File: config.mk
export PLATFORM = sky130hd
export DESIGN_NAME = status_led_diagnostics
export DESIGN_NICKNAME = d
export VERILOG_FILES = /design/src/status_led_pkg.sv /design/src/flash_divider.sv /design/src/hour_counter.sv /design/src/status_led_diagnostics.sv
export VERILOG_INCLUDE_DIRS = /design/src
export SDC_FILE = /design/constraint.sdc
export NUM_CORES = 1
export LEC_CHECK = 0
export BUFFER_PORTS_ARGS = -buffer_cell sky130_fd_sc_hd__buf_2
export CAP_MARGIN = 20
export CORE_MARGIN = 4
export CORE_UTILIZATION = 28
export DETAILED_ROUTE_END_ITERATION = 10
export GPL_TIMING_DRIVEN = 1
export PLACE_DENSITY_LB_ADDON = 0.12
export SLEW_MARGIN = 20
export SYNTH_ARGS = -nofsm -noshare
export SYNTH_HDL_FRONTEND = slang
export SYNTH_SLANG_ARGS = --single-unit
File: constraint.sdc
create_clock -name aclk -period 3.5 [get_ports aclk]
set_input_delay 0.7 -clock aclk [delete_from_list [all_inputs] [get_ports aclk]]
set_output_delay 0.7 -clock aclk [all_outputs]
set_load 0.05 [all_outputs]
File: src/status_led_cfg.svh
/*
 * Constants of the panel indicator block: register byte offsets, field
 * positions, reset values and timing figures.
 * Assumes a 125 MHz clock; included by bare name from the hour counter, the indicator logic and the bench.
 */
`ifndef STATUS_LED_CFG_SVH
`define STATUS_LED_CFG_SVH

// clock and timing
`define CLK_PERIOD_NS    8
`define ONE_SECOND_NS    1000000000
`define SEC_CYCLES       (`ONE_SECOND_NS / `CLK_PERIOD_NS)
`define FLASH_HALF_NS    250000000
`define FLASH_CYCLES     (`FLASH_HALF_NS / `CLK_PERIOD_NS)
`define SECONDS_PER_HOUR 3600

// temperature margin beyond the specified range, in degrees C
`define TEMP_MARGIN_C    5

// register byte offsets
`define OFF_CTRL         8'h00
`define OFF_TEMP_LIMIT   8'h04
`define OFF_STATE        8'h08
`define OFF_IRQ_STATUS   8'h0C
`define OFF_IRQ_MASK     8'h10
`define OFF_HOURS        8'h14

// control fields
`define CTRL_TX_EN       0
`define CTRL_WARN_EN     1
`define CTRL_OC_CLEAR    2
`define CTRL_RESET       32'h0000_0003

// temperature limit fields and reset value (low 0 C, high 50 C)
`define LIM_LOW_LSB      0
`define LIM_HIGH_LSB     8
`define LIM_RESET        32'h0000_3200

// event bits of status and mask
`define EV_TEMP_RANGE    0
`define EV_OVERCURRENT   1
`define EV_LASER_EOL     2
`define EV_LINK_ERROR    3
`define EV_WIDTH         4

// axi responses
`define RESP_OKAY        2'h0
`define RESP_SLVERR      2'h2

`endif

File: src/status_led_pkg.sv
/*
 * Types shared by the panel indicator design files.
 * Assumes nothing of its surroundings.
 */
package status_led_pkg;

    // indicator colour, two bits per panel light
    typedef enum logic [1:0] {
        LED_OFF    = 2'b00,
        LED_GREEN  = 2'b01,
        LED_ORANGE = 2'b10,
        LED_RED    = 2'b11
    } led_color_t;

    // register selected by an address
    typedef enum logic [2:0] {
        SEL_CTRL   = 3'b000,
        SEL_LIMIT  = 3'b001,
        SEL_STATE  = 3'b010,
        SEL_IRQ    = 3'b011,
        SEL_MASK   = 3'b100,
        SEL_HOURS  = 3'b101,
        SEL_NONE   = 3'b111
    } reg_sel_t;

endpackage

File: src/flash_divider.sv
/*
 * Free-running divider giving the on/off phase of flashing lights.
 * Assumes one clock and a synchronous active-low reset.
 */
`timescale 1ns/1ps
`default_nettype none

module flash_divider #(
    parameter int unsigned HALF_CYCLES = 31250000 // cycles per phase
) (
    input  wire logic aclk,        // device clock
    input  wire logic aresetn,     // synchronous reset, low active
    output var  logic flash_on_q   // high in the lit half of the period
);

    logic [31:0] count_q;

    // equal on and off halves, never stopped
    always_ff @(posedge aclk) begin
        if (!aresetn) begin
            count_q    <= 32'h0;
            flash_on_q <= 1'b0;
        end else if (count_q == HALF_CYCLES - 1) begin
            count_q    <= 32'h0;
            flash_on_q <= ~flash_on_q;
        end else begin
            count_q <= count_q + 32'h1;
        end
    end

endmodule // flash_divider

`default_nettype wire

File: src/hour_counter.sv
/*
 * Accumulating counter of whole hours spent while run is high.
 * Assumes one clock and a synchronous active-low reset.
 */
`timescale 1ns/1ps
`default_nettype none
`include "status_led_cfg.svh"

module hour_counter #(
    parameter int unsigned SEC_CYCLES = 125000000 // cycles per second
) (
    input  wire logic        aclk,     // device clock
    input  wire logic        aresetn,  // synchronous reset, low active
    input  wire logic        run,      // count while high
    output var  logic [31:0] hours_q   // whole hours accumulated
);

    logic [31:0] tick_q;
    logic [11:0] secs_q;

    // partial seconds and hours are kept while run is low
    always_ff @(posedge aclk) begin
        if (!aresetn) begin
            tick_q  <= 32'h0;
            secs_q  <= 12'h0;
            hours_q <= 32'h0;
        end else if (run) begin
            if (tick_q == SEC_CYCLES - 1) begin
                tick_q <= 32'h0;
                if (secs_q == 12'(`SECONDS_PER_HOUR - 1)) begin
                    secs_q  <= 12'h0;
                    hours_q <= hours_q + 32'h1;
                end else begin
                    secs_q <= secs_q + 12'h1;
                end
            end else begin
                tick_q <= tick_q + 32'h1;
            end
        end
    end

endmodule // hour_counter

`default_nettype wire

File: src/status_led_diagnostics.sv
/*
 * Panel indicator logic of the optical transceiver with AXI4-Lite
 * registers, sticky events and one interrupt line.
 * Assumes condition inputs synchronous to aclk; one write and one read
 * under way at most on the bus.
 */
// Behaviour
// - too hot with warning enabled flashes the power light red.
// - outside range by up to 5 C lights temperature steady orange.
// - outside range by more than 5 C lights temperature steady red.
// - temperature excursions never switch the data path off.
// - time outside the temperature range accumulates in an hour counter.
// - laser near end of life lights the laser light steady orange.
// - overcurrent switches the transmitter off and flashes laser orange.
// - peer link or signal fault lights link error steady orange.
// - own link or signal fault lights link error steady red.
`timescale 1ns/1ps
`default_nettype none
`include "status_led_cfg.svh"

module status_led_diagnostics #(
    parameter int unsigned SEC_CYCLES   = `SEC_CYCLES,   // one second
    parameter int unsigned FLASH_CYCLES = `FLASH_CYCLES  // flash half
) (
    input  wire logic                     aclk,          // clock, 125 MHz
    input  wire logic                     aresetn,       // sync reset, low
    input  wire logic [7:0]               s_axi_awaddr,  // write address
    input  wire logic                     s_axi_awvalid, // write addr valid
    output var  logic                     s_axi_awready, // write addr ready
    input  wire logic [31:0]              s_axi_wdata,   // write data
    input  wire logic [3:0]               s_axi_wstrb,   // byte enables
    input  wire logic                     s_axi_wvalid,  // write data valid
    output var  logic                     s_axi_wready,  // write data ready
    output var  logic [1:0]               s_axi_bresp,   // write response
    output var  logic                     s_axi_bvalid,  // response valid
    input  wire logic                     s_axi_bready,  // response ready
    input  wire logic [7:0]               s_axi_araddr,  // read address
    input  wire logic                     s_axi_arvalid, // read addr valid
    output var  logic                     s_axi_arready, // read addr ready
    output var  logic [31:0]              s_axi_rdata,   // read data
    output var  logic [1:0]               s_axi_rresp,   // read response
    output var  logic                     s_axi_rvalid,  // read data valid
    input  wire logic                     s_axi_rready,  // read data ready
    input  wire logic signed [7:0]        temp_celsius,  // die temperature
    input  wire logic                     device_error,  // hardware fault
    input  wire logic                     laser_eol,     // laser wearing out
    input  wire logic                     laser_overcur, // drive too high
    input  wire logic                     own_link_lost, // own cable down
    input  wire logic                     own_sq_low,    // own signal poor
    input  wire logic                     peer_fault,    // peer reports fault
    output var  status_led_pkg::led_color_t power_state_indicator,  // power
    output var  status_led_pkg::led_color_t temperature_indicator,  // temp
    output var  status_led_pkg::led_color_t laser_health_indicator, // laser
    output var  status_led_pkg::led_color_t link_error_indicator,   // link
    output var  logic                     tx_enable_q,   // optics on
    output var  logic                     data_enable_q, // data path on
    output var  logic                     irq_q          // interrupt, high
);
    import status_led_pkg::*;

    logic [31:0] ctrl_q, limit_q, hours;
    logic [`EV_WIDTH-1:0] irq_stat_q, irq_mask_q, events, ev_prev_q;
    logic [`EV_WIDTH-1:0] ev_now;
    logic        aw_held_q, w_held_q, aw_held_d, w_held_d, bvalid_d;
    logic [7:0]  awaddr_q;
    logic [31:0] wdata_q;
    logic [3:0]  wstrb_q;
    logic        do_write, ar_hs, oc_shut_q, flash_on;
    logic signed [9:0] t, lo, hi, m;
    logic        too_hot, too_cold, out_range, over_margin;

    // map a byte address onto a register
    function automatic reg_sel_t addr_sel(input logic [7:0] a);
        case (a)
            `OFF_CTRL:       addr_sel = SEL_CTRL;
            `OFF_TEMP_LIMIT: addr_sel = SEL_LIMIT;
            `OFF_STATE:      addr_sel = SEL_STATE;
            `OFF_IRQ_STATUS: addr_sel = SEL_IRQ;
            `OFF_IRQ_MASK:   addr_sel = SEL_MASK;
            `OFF_HOURS:      addr_sel = SEL_HOURS;
            default:         addr_sel = SEL_NONE;
        endcase
    endfunction

    // merge written bytes into a register value
    function automatic logic [31:0] merge(input logic [31:0] old,
                                          input logic [31:0] nw,
                                          input logic [3:0]  st);
        for (int i = 0; i < 4; i++) begin
            old[i*8 +: 8] = st[i] ? nw[i*8 +: 8] : old[i*8 +: 8];
        end
        merge = old;
    endfunction

    // flash phase source
    flash_divider #(
        .HALF_CYCLES (FLASH_CYCLES)
    ) u_flash (
        .aclk       (aclk),
        .aresetn    (aresetn),
        .flash_on_q (flash_on)
    );

    // out-of-range time accumulates while out of range
    hour_counter #(
        .SEC_CYCLES (SEC_CYCLES)
    ) u_hours (
        .aclk    (aclk),
        .aresetn (aresetn),
        .run     (out_range),
        .hours_q (hours)
    );

    // temperature classification against software limits
    always_comb begin
        t = 10'(temp_celsius);
        lo = 10'(signed'(limit_q[`LIM_LOW_LSB +: 8]));
        hi = 10'(signed'(limit_q[`LIM_HIGH_LSB +: 8]));
        m = 10'sd`TEMP_MARGIN_C;
        too_hot = t > hi;
        too_cold = t < lo;
        out_range = too_hot | too_cold;
        over_margin = (t > hi + m) | (t < lo - m);
    end

    // write channel next state: address and data taken in either order
    always_comb begin
        aw_held_d = aw_held_q | (s_axi_awvalid & s_axi_awready);
        w_held_d  = w_held_q | (s_axi_wvalid & s_axi_wready);
        bvalid_d  = s_axi_bvalid & ~s_axi_bready;
        if (do_write) begin
            aw_held_d = 1'b0;
            w_held_d  = 1'b0;
            bvalid_d  = 1'b1;
        end
    end
    assign do_write = aw_held_q & w_held_q & ~s_axi_bvalid;
    assign ar_hs    = s_axi_arvalid & s_axi_arready;

    // write address and data capture, response
    always_ff @(posedge aclk) begin
        if (!aresetn) begin
            aw_held_q     <= 1'b0;
            w_held_q      <= 1'b0;
            s_axi_awready <= 1'b0;
            s_axi_wready  <= 1'b0;
            s_axi_bvalid  <= 1'b0;
            s_axi_bresp   <= `RESP_OKAY;
            awaddr_q      <= 8'h00;
            wdata_q       <= 32'h0;
            wstrb_q       <= 4'h0;
        end else begin
            aw_held_q     <= aw_held_d;
            w_held_q      <= w_held_d;
            s_axi_awready <= ~aw_held_d & ~bvalid_d;
            s_axi_wready  <= ~w_held_d & ~bvalid_d;
            s_axi_bvalid  <= bvalid_d;
            if (s_axi_awvalid & s_axi_awready) begin
                awaddr_q <= s_axi_awaddr;
            end
            if (s_axi_wvalid & s_axi_wready) begin
                wdata_q <= s_axi_wdata;
                wstrb_q <= s_axi_wstrb;
            end
            if (do_write) begin
                s_axi_bresp <= (addr_sel(awaddr_q) == SEL_NONE)
                             ? `RESP_SLVERR : `RESP_OKAY;
            end
        end
    end

    // writable registers
    always_ff @(posedge aclk) begin
        if (!aresetn) begin
            ctrl_q     <= `CTRL_RESET;
            limit_q    <= `LIM_RESET;
            irq_mask_q <= '0;
        end else begin
            ctrl_q[`CTRL_OC_CLEAR] <= 1'b0; // clear bit self-clears
            if (do_write) begin
                case (addr_sel(awaddr_q))
                    SEL_CTRL:  ctrl_q  <= merge(ctrl_q, wdata_q, wstrb_q);
                    SEL_LIMIT: limit_q <= merge(limit_q, wdata_q, wstrb_q);
                    SEL_MASK: begin
                        if (wstrb_q[0]) begin
                            irq_mask_q <= wdata_q[`EV_WIDTH-1:0];
                        end
                    end
                    default: ;
                endcase
            end
        end
    end

    // read channel, one outstanding read
    always_ff @(posedge aclk) begin
        if (!aresetn) begin
            s_axi_arready <= 1'b0;
            s_axi_rvalid  <= 1'b0;
            s_axi_rdata   <= 32'h0;
            s_axi_rresp   <= `RESP_OKAY;
        end else if (ar_hs) begin
            s_axi_arready <= 1'b0;
            s_axi_rvalid  <= 1'b1;
            s_axi_rresp   <= `RESP_OKAY;
            case (addr_sel(s_axi_araddr))
                SEL_CTRL:  s_axi_rdata <= ctrl_q;
                SEL_LIMIT: s_axi_rdata <= limit_q;
                SEL_STATE: s_axi_rdata <= {26'h0, data_enable_q, tx_enable_q,
                                           oc_shut_q, over_margin,
                                           too_cold, too_hot};
                SEL_IRQ:   s_axi_rdata <= {28'h0, irq_stat_q};
                SEL_MASK:  s_axi_rdata <= {28'h0, irq_mask_q};
                SEL_HOURS: s_axi_rdata <= hours;
                default: begin
                    s_axi_rdata <= 32'h0;
                    s_axi_rresp <= `RESP_SLVERR;
                end
            endcase
        end else if (s_axi_rvalid & s_axi_rready) begin
            s_axi_rvalid  <= 1'b0;
            s_axi_arready <= 1'b1;
        end else begin
            s_axi_arready <= ~s_axi_rvalid;
        end
    end

    // overcurrent latches the transmitter off until software clears it
    always_ff @(posedge aclk) begin
        if (!aresetn) begin
            oc_shut_q <= 1'b0;
        end else if (laser_overcur) begin
            oc_shut_q <= 1'b1;
        end else if (ctrl_q[`CTRL_OC_CLEAR]) begin
            oc_shut_q <= 1'b0;
        end
    end

    // optics and data path enables; temperature has no say here
    always_ff @(posedge aclk) begin
        if (!aresetn) begin
            tx_enable_q   <= 1'b0;
            data_enable_q <= 1'b0;
        end else begin
            tx_enable_q   <= ctrl_q[`CTRL_TX_EN] & ~oc_shut_q;
            data_enable_q <= ctrl_q[`CTRL_TX_EN];
        end
    end

    // event levels and their rising edges
    assign ev_now = {own_link_lost | own_sq_low | peer_fault,
                     laser_eol, oc_shut_q, out_range};
    assign events = ev_now & ~ev_prev_q;

    // sticky status, cleared by reading it; a new event wins
    always_ff @(posedge aclk) begin
        if (!aresetn) begin
            ev_prev_q  <= '0;
            irq_stat_q <= '0;
            irq_q      <= 1'b0;
        end else begin
            ev_prev_q <= ev_now;
            if (ar_hs && addr_sel(s_axi_araddr) == SEL_IRQ) begin
                irq_stat_q <= events;
            end else begin
                irq_stat_q <= irq_stat_q | events;
            end
            irq_q <= |(irq_stat_q & irq_mask_q);
        end
    end

    // power light: device error red, heat warning flashing red
    always_ff @(posedge aclk) begin
        if (!aresetn) begin
            power_state_indicator <= LED_OFF;
        end else if (device_error) begin
            power_state_indicator <= LED_RED;
        end else if (too_hot && ctrl_q[`CTRL_WARN_EN]) begin
            power_state_indicator <= flash_on ? LED_RED : LED_OFF;
        end else begin
            power_state_indicator <= LED_GREEN;
        end
    end

    // temperature light: orange within margin, red beyond it
    always_ff @(posedge aclk) begin
        if (!aresetn) begin
            temperature_indicator <= LED_OFF;
        end else if (over_margin) begin
            temperature_indicator <= LED_RED;
        end else if (out_range) begin
            temperature_indicator <= LED_ORANGE;
        end else begin
            temperature_indicator <= LED_OFF;
        end
    end

    // laser light: overcurrent flashes, end of life steady
    always_ff @(posedge aclk) begin
        if (!aresetn) begin
            laser_health_indicator <= LED_OFF;
        end else if (oc_shut_q) begin
            laser_health_indicator <= flash_on ? LED_ORANGE : LED_OFF;
        end else if (laser_eol) begin
            laser_health_indicator <= LED_ORANGE;
        end else begin
            laser_health_indicator <= LED_OFF;
        end
    end

    // link error light: own fault red outranks peer fault orange
    always_ff @(posedge aclk) begin
        if (!aresetn) begin
            link_error_indicator <= LED_OFF;
        end else if (own_link_lost | own_sq_low) begin
            link_error_indicator <= LED_RED;
        end else if (peer_fault) begin
            link_error_indicator <= LED_ORANGE;
        end else begin
            link_error_indicator <= LED_OFF;
        end
    end
endmodule // status_led_diagnostics

`default_nettype wire

* Yosys cells after proc, flatten, opt, wreduce, memory -nomap -nowiden *
Index checks and enable logic that the tools add are counted.

storage, ports and cells
  register bits = 284
  input port bits = 73
  output and inout bits = 52
  word-level logic and storage cells = 154

operators by class
  $add $sub $neg = 6
  $lt $le $gt $ge = 4
  eq/ne operators = 22
  multiplexer cells = 31
  bitwise operators = 29
  reduce and logical (&&, ||, !) cells = 24

operators with widths
  kind                     count
  $pmux W32 S6             1
  $add A32 B1 Y32 const B  3
  $pmux W3 S6              2
  $reduce_and A3 Y1        11
  $eq A32 B25 Y1 const B   1
  $eq A32 B27 Y1 const B   1
  $eq A8 B4 Y1 const B     4
  $eq A8 B5 Y1 const B     4
  $mux W32                 1
  $mux W2                  12
  $eq A8 B3 Y1 const B     2
  $logic_not A8 Y1         2
  $mux W3                  5
  $add A12 B1 Y12 const B  1
  $eq A12 B12 Y1 const B   1
  $eq A3 B3 Y1 const B     4
  $mux W12                 1
  $and A1 B1 Y1            10
  $add A8 B4 Y9 const B    1
  $eq A3 B2 Y1 const B     3
  $gt A8 B9 Y1             1
  $lt A8 B9 Y1             1
  $not A1 Y1               9
  $sub A8 B4 Y9 const B    1
  other kinds (16)         34

* Depth between registers and ports, before layout *
Gate-level depths: netlist of the first run.

  word-level depth = 7
  gate-level depth with buffers = 12
  depth with buffers taken out = 12

* Hierarchy *
Synthesis of the first run repeated with hierarchy kept, for this count alone.

second synthesis, totals
  cells, all modules = 1,527
  area, all modules = 12,787.3 um^2

by module, submodules not included
  module                  instances  cells an instance  area each (um^2)  seq. area each (um^2)
  status_led_diagnostics  1          900                7,584.8           3,443.3
  hour_counter            1          441                3,606.0           1,521.5
  flash_divider           1          186                1,596.5           660.6

* Worst setup path after synthesis of the first run *
OpenSTA, ideal clock, no wires.

  path kind = input to register
  start = input port temp_celsius[5]
  end = register u_hours.hours_q[1]
  setup time = 0.128 ns
  arrival = 2.820 ns
  data required time = 3.372 ns
  slack = 0.552 ns
  stages = 10
  buffers on the path = 2
  cells stage by stage = ha_1 > a21oi_1 > o21ai_0 > a2111oi_1 > o211ai_2 > clkbuf_1 > clkbuf_1 > nand3_1 > mux2i_1 > nor2_1

on the way
  word-level cells in the longest chain between the ends = 3
  elaborated cells between the ends (all ways) = 4
  classes of those cells = 2 x order compare; 1 x bitwise; 1 x reduce/logical

ends and longest elaborated chain
  what                                          RTL line                                                      text
  start, declared                               status_led_diagnostics.sv:44                                  input wire logic signed [7:0] temp_celsius,
  $gt A8 B8 Y1 or $lt A8 B8 Y1 (tied branches)  status_led_diagnostics.sv:120, status_led_diagnostics.sv:121
  $or A1 B1 Y1 *                                status_led_diagnostics.sv:122                                 out_range = too_hot | too_cold;
  $reduce_and A3 Y1 (no source line) *          n/a
  end signal, assigned                          hour_counter.sv:32                                            hours_q <= hours_q + 32'h1;
  end, declared                                 hour_counter.sv:15                                            output var logic [31:0] hours_q

Mark *: on every way between the ends. The rest lies on a longest branch, timed or not.
A chain may end at the register's enable or synchronous reset.

* Worst setup path after layout of the first run *
  start = register limit_q[14]
  end = register u_hours.hours_q[21]

on the way
  word-level cells in the longest chain between the ends = 3

ends and longest elaborated chain
  what                                RTL line                       text
  start, declared                     status_led_diagnostics.sv:61   logic [31:0] ctrl_q, limit_q, hours;
  start signal, assigned              status_led_diagnostics.sv:176  limit_q <= `LIM_RESET;
  start signal, assigned              status_led_diagnostics.sv:183  SEL_LIMIT: limit_q <= merge(limit_q, wdata_q, wstrb_q);
  $gt A8 B8 Y1                        status_led_diagnostics.sv:120  too_hot = t > hi;
  $or A1 B1 Y1                        status_led_diagnostics.sv:122
  $reduce_and A3 Y1 (no source line)  n/a

No other way between the ends.

==> results of run 1 <==
==> kinds of logic (layout without fill, tap and decap cells) <==
group                    Yosys count  count (layout)
AND/OR/NAND/NOR                  663             663
AO/OA/AOI/OAI                    302             302
multiplexers                      21              21
adder cells (fa/ha/maj)           39              39
flip-flops                       281             281
XOR/XNOR                          74              74
other                              1               4
buffers and inverters            123             262
==> layout make-up <==
cell class / instances / area (um2) / area share
clock buffers: 51 / 1020 / 0.0679
diodes: 1 / 2.50 / 0.000167
well taps: 592 / 741 / 0.0495
inverters: 42 / 160 / 0.0107
flip-flops and latches: 281 / 5630 / 0.376
repair buffers: 160 / 923 / 0.0617
clock inverters: 9 / 72.6 / 0.00485
multi-input cells: 1102 / 6420 / 0.429
==> where the power goes <==
part / total [mW] / leakage (nW) / switching (mW) / internal, mW
clock: 3.42 / 0.532 / 1.41 / 2.02
sequential: 3.31 / 2.28 / 0.0573 / 3.26
combinational: 0.388 / 2.73 / 0.259 / 0.129
==> worst max-delay path, cell delays in order, from the launching register on <==
cell and delay, ps:
dfxtp_1 440, inv_1 180, ha_1 330, nand2_1 70, a211oi_1 240, a2111oi_1 100
buf_4 160, o211ai_2 380, nand4_2 440, buf_4 290, or3_1 300, a21oi_1 150
==> through the flow <==
step	utilization	hold slack, ps	instance area (um2)	instances	power [mW]
CTS	0.338	345	15000	2237	7.26
global route	0.338	372	15000	2238	7.43
floorplan	-	399	12500	1506	3.61
detailed placement	0.314	415	13900	2177	3.77
finish	0.338	378	15000	2238	7.12
global placement	0.314	402	13900	2177	3.77
==> sequential cells by signal, indices dropped and copies added (netlist names), 2 cells and up <==
signal,flops
u_flash.count_q,32
limit_q,32
u_hours.tick_q,32
temperature_indicator,2
link_error_indicator,2
u_hours.secs_q,12
ctrl_q,32
power_state_indicator,2
wdata_q,32
u_hours.hours_q,32
irq_mask_q,4
irq_stat_q,4
wstrb_q,4
ev_prev_q,4
awaddr_q,8
s_axi_rdata,32
==> final timing paths <==
path                                  end  slack (ps)         start  cells past startpoint
setup / recovery      u_hours.hours_q[21]         320   limit_q[14]                     11
hold / removal    link_error_indicator[1]         380    peer_fault                      2
hold reg to reg             irq_stat_q[2]         420  ev_prev_q[2]                      1
setup reg to reg      u_hours.hours_q[21]         320   limit_q[14]                     11
==> placed cells by master, fill, tap and decap left out, types with 5 or more instances in the layout <==
master	instances
a21oi_1	145
buf_2	121
clkbuf_1	8
ha_1	39
buf_4	37
a31oi_1	6
xor2_1	36
a21o_1	5
nor4b_1	13
and3_1	27
nor2_1	126
dfxtp_1	281
xnor2_1	38
o21ai_0	63
nand3_1	99
clkinv_2	5
o31ai_1	14
or4_1	15
or3_1	18
mux2i_1	21
clkbuf_8	8
a22oi_1	8
a222oi_1	30
inv_1	41
nor4_1	13
nor2b_1	8
a211oi_1	6
and2_1	15
nor3_1	19
nand2_1	238
clkbuf_16	35
nand4_1	32
nand2b_1	7
nor3b_1	6
==> cell usage after synthesis, types with 2 or more instances <==
cell      count
nand2_1     238
buf_4         4
nor3_1       19
nor4_1       13
nor2_1      127
a22oi_1       8
or3_1        18
ha_1         39
nand4_1      32
nor3b_1       6
nand2b_1      7
and2_0        2
or4_1        15
nor4b_1      13
a31oi_1       6
nand4b_1      3
o211ai_1      3
o31ai_1      14
nor2b_1       8
a211o_1       2
o21a_1        4
mux2i_1      21
xor2_1       36
a211oi_1      6
buf_2         5
and4_1        2
a41oi_1       2
clkbuf_1     72
o311ai_0      2
or2_2         3
xnor2_1      38
nand3_1      99
inv_1        41
a21oi_1     146
and2_1       15
and3_1       27
dfxtp_1     281
or4b_1        2
a21o_1        5
o21ai_0      63
a221o_1       2
a222oi_1     30
nand3b_1      4
==> routing by layer <==
layer	part of all wire	wire (um)	vias to the layer above	GRT usage
li1	-	-	5567	-
met1	0.49	19000	5196	0.225
met2	0.44	17200	248	0.243
met3	0.048	1870	59	0.0298
met4	0.026	1010	0	0.0527
met5	0	0	-	0
==> results.py, run 1 <==
metrics = {
    "drt": {
        "via_per_inst": 4.95,
        "wl_um": 39100,
        "first_pass_iters": 6,
        "drc": 0,
        "postRouteAntennaNets": 0,
        "vias": 11100,
        "drt_iter0_markers": 791,
        "wl_per_cell_um": 17.5,
    },
    "place": {
        "gp_congestion": 0.863,
        "pre_cts_slack_ps": 3.19,
        "portBuffers": 121,
        "dpl.hpwl_um": 28300,
    },
    "sta": {
        "min_period_over_period": 0.909,
        "finalHoldViolations": 0,
        "worst_pin_slew_ps": 717,
        "finalSetupViolCount": 0,
        "setup-tns-final_ps": 0,
        "min_period_ps": 3180,
        "maxSlewViolCount": 0,
        "rsz0062_at_grt": "no",
        "skew_ps": 17.2,
        "max_slew_margin": 0.522,
        "max_freq_ghz": 0.314,
        "worst_slack_ps": 318,
    },
    "final_layout": {
        "nFillCells": 4700,
        "area_growth_pct": 19.6,
        "fin_nets": 1734,
        "drive_gt1_frac": 0.139,
    },
    "clock_network": {
        "cts_hold_buf": 0,
        "numCtsBuffers": 35,
        "clock_latency_ps": 540,
        "cts_sinks": 281,
        "cts.repair.resized": 0,
        "htreeDepth": 2,
        "postCtsSetupRepairBufs": 0,
        "clockRootBuffer": "clkbuf_16",
        "clk_path_buf_depth": 3,
        "cts_tree": "done",
        "clkTransAtPathRegs_ps": 60,
    },
    "global_routing": {
        "grt_pass1_wl_um": 60700,
        "grt_max_degree": 121,
        "grt_overflow": 0,
        "track_usage": 0.159,
        "antenna_found_initial": 1,
        "grt_pass1_vias": 10600,
    },
    "yosys": {
        "synth.distinct_cells": 64,
        "synth-main-ff-cell": "dfxtp_1",
        "synth.area.mux_share": 0.0168,
        "synth.top_cell.area_share": 0.450,
        "yosysTopAreaCell": "dfxtp_1",
        "synth-xor-area-share": 0.0518,
        "yosys_register_bits": 281,
        "syn_area_per_cell_um2": 8.31,
        "syn-instance-count": 1504,
        "synth_area_leaders": "dfxtp_1 (45%), nand2_1 (7.1%), a21oi_1 (5.8%)",
        "synth_edf_count": 0,
        "yosys_warnings": 0,
        "synth.cell_area_um2": 12500,
        "async_flop_share": 0,
        "synth_fa_ha_area_frac": 0.0390,
        "synth_sequential_area_ratio": 0.450,
        "synth_compound_area_frac": 0.147,
        "yosys.area_share.simple": 0.257,
        "synth_top_family_by_area": "simple AND/OR/NAND/NOR gates",
    },
    "power": {
        "p_leak_nw": 5.54,
        "ir_worst_vdd_uv": 318,
        "power.density_nw_per_um2": 476,
    },
    "worst_setup_path": {
        "crit_fanout": 17,
        "critical_path_class": "flop to flop",
        "critPathArrivalTime_ps": 3630,
        "start_kind": "flop",
        "setup.worst_path.end_class": "flop",
        "worstPathRequired_ps": 3950,
    },
    "hold_path": {
        "hold_class": "input port to flop",
    },
    "die": {
        "start_util": 0.283,
        "die_area_um2": 48100,
        "fp.coreArea_um2": 44200,
        "rows": 77,
        "fp.dieH_um": 219,
        "ioPinCount": 125,
        "die_w_um": 219,
    },
    "outcome": {
        "outcome": "complete, no violations",
    },
    "run": {
        "cap_viol_max_count": 0,
    },
}
Power figures use the tool's default switching activity.
==> run 2, diff against run 1 <==
--- a/config.mk
+++ b/config.mk
@@ -9,9 +9,8 @@
 export BUFFER_PORTS_ARGS = -buffer_cell sky130_fd_sc_hd__buf_2
 export CAP_MARGIN = 20
 export CORE_MARGIN = 4
-export CORE_UTILIZATION = 28
+export CORE_UTILIZATION = 38
 export DETAILED_ROUTE_END_ITERATION = 10
-export GPL_TIMING_DRIVEN = 1
 export PLACE_DENSITY_LB_ADDON = 0.12
 export SLEW_MARGIN = 20
 export SYNTH_ARGS = -nofsm -noshare
==> results.py, run 2 (synthesis results as in run 1) <==
metrics = {
    "outcome": {
        "outcome": "complete, no violations",
    },
    "worst_setup_path": {
        "reg2regPathDepth": 11,
        "worstPathRequired_ps": 3980,
        "rr_endpoint": "u_hours.hours_q[25]",
        "critPathArrivalTime_ps": 3480,
        "cp_top_family": "compound AO/OA/AOI/OAI gates",
        "endpoint": "u_hours.hours_q[25]",
        "reg2reg_from": "limit_q[2]",
        "crit_buf_inv": 3,
        "crit_path_start": "limit_q[2]",
        "crit_fanout": 44,
        "slowest_delay_ps": 490,
        "start_kind": "flop",
        "ff2ff_setup_slack_ps": 490,
        "setup.worst_path.end_class": "flop",
        "cp.depth": 11,
        "cp_cell_sequence": "inv_1 > ha_1 > a211oi_1 > o21ai_0 > a211o_1 > o211ai_2 > buf_12 > nand4_2 > buf_4 > or4_1 > a21oi_1",
        "cp_slowest_cell": "dfxtp_1",
        "critical_path_class": "flop to flop",
    },
    "place": {
        "dpl.hpwl_um": 25100,
        "dpl_cell_area_um2": 13600,
        "portBuffers": 121,
        "pre_cts_slack_ps": 284,
        "gp_congestion": 0.893,
        "dp_cells": 2023,
    },
    "final_layout": {
        "area_growth_pct": 17.5,
        "final_common_cell": "dfxtp_1",
        "final_util": 0.452,
        "drive_gt1_frac": 0.133,
        "antenna_cells": 0,
        "layout.cells.non_filler": 2077,
        "fin_nets": 1726,
        "fin_area_um2": 14700,
        "layout_common_cells": "dfxtp_1 (281), nand2_1 (238), a21oi_1 (145), nor2_1 (126), buf_2 (121)",
        "nFillCells": 3336,
    },
    "power": {
        "ir_worst_vdd_uv": 420,
        "finalPower_mw": 7.02,
        "p_leak_nw": 5.50,
        "power.density_nw_per_um2": 478,
    },
    "sta": {
        "min_period_over_period": 0.859,
        "worst_slack_ps": 495,
        "finalSetupViolCount": 0,
        "hold_slack_ps": 354,
        "worst_pin_slew_ps": 913,
        "max_slew_margin": 0.391,
        "maxSlewViolCount": 0,
        "finalHoldViolations": 0,
        "rsz0062_at_grt": "no",
        "setup-tns-final_ps": 0,
        "max_freq_ghz": 0.333,
        "skew_ps": 11.1,
        "min_period_ps": 3010,
    },
    "clock_network": {
        "clkTransAtPathRegs_ps": 60,
        "cts_tree": "done",
        "cts.repair.resized": 0,
        "clock_latency_ps": 560,
        "clk_path_buf_depth": 3,
        "postCtsSetupRepairBufs": 0,
        "clockRootBuffer": "clkbuf_16",
        "cts_sinks": 281,
        "htreeDepth": 1,
        "cts_hold_buf": 0,
        "numCtsBuffers": 31,
    },
    "global_routing": {
        "grt_pass1_wl_um": 56100,
        "track_usage": 0.188,
        "grt_max_degree": 85,
        "antenna_found_initial": 1,
        "grt_pass1_vias": 10300,
        "grt_overflow": 0,
    },
    "die": {
        "die_area_um2": 35900,
        "rows": 66,
        "die_w_um": 189,
        "fp.coreArea_um2": 32500,
        "fp.dieH_um": 189,
        "ioPinCount": 125,
        "start_util": 0.384,
    },
    "drt": {
        "drc": 0,
        "via_per_inst": 5.32,
        "wl_per_cell_um": 16.8,
        "vias": 11100,
        "postRouteAntennaNets": 0,
        "wl_um": 34800,
        "drt_iter0_markers": 963,
        "first_pass_iters": 10,
    },
    "hold_path": {
        "whs_path_depth": 3,
        "hold_class": "input port to flop",
    },
    "run": {
        "cap_viol_max_count": 0,
    },
}
run 2: cell types whose count changed in the layout (fill, tap and decap cells not counted), moves of 2 or more:
cell,before,now
buf_4,37,33
bufinv_16,0,4
clkbuf_1,8,10
clkinv_2,5,1
clkbuf_16,35,31
clkinvlp_4,2,0
clkinv_8,2,0
run 2: worst min path at each step:
stage                         endpoint           from  slack (ps)
3_5_place_dp             irq_stat_q[0]   ev_prev_q[0]         410
4_1_cts                      oc_shut_q  laser_overcur         320
3_3_place_gp             irq_stat_q[0]   ev_prev_q[0]         400
2_1_floorplan            irq_stat_q[2]   ev_prev_q[2]         400
5_1_grt        link_error_indicator[1]     peer_fault         350
6_report                     oc_shut_q  laser_overcur         350
run 2: cell type report:
class,count,area (um2),area share
clock buffers,48,910,0.0619
flip-flops and latches,281,5630,0.383
clock inverters,6,145,0.00987
multi-input cells,1102,6410,0.436
inverters,42,160,0.0109
well taps,442,553,0.0376
repair buffers,156,893,0.0608
run 2: metal layers:
| metal | up-vias | GRT usage | part of all wire |
|---|---|---|---|
| li1 | 5530 | - | - |
| met1 | 5170 | 0.284 | 0.49 |
| met2 | 294 | 0.284 | 0.43 |
| met3 | 56 | 0.0260 | 0.057 |
| met4 | 2 | 0.0465 | 0.025 |
| met5 | - | 0 | 0.00034 |
run 2: power breakdown:
part,internal [mW],leakage (nW),switching [mW]
Combinational,0.122,2.71,0.245
Sequential,3.26,2.28,0.0550
Clock,2.07,0.514,1.28
run 2: tightest hold or removal path, delay by kind of cell:
kind | cells | cell delay, ps
AOI/OAI and AO/OA | 1 | 30
buffers and inverters | 1 | 80
and+or+nand+nor | 1 | 70
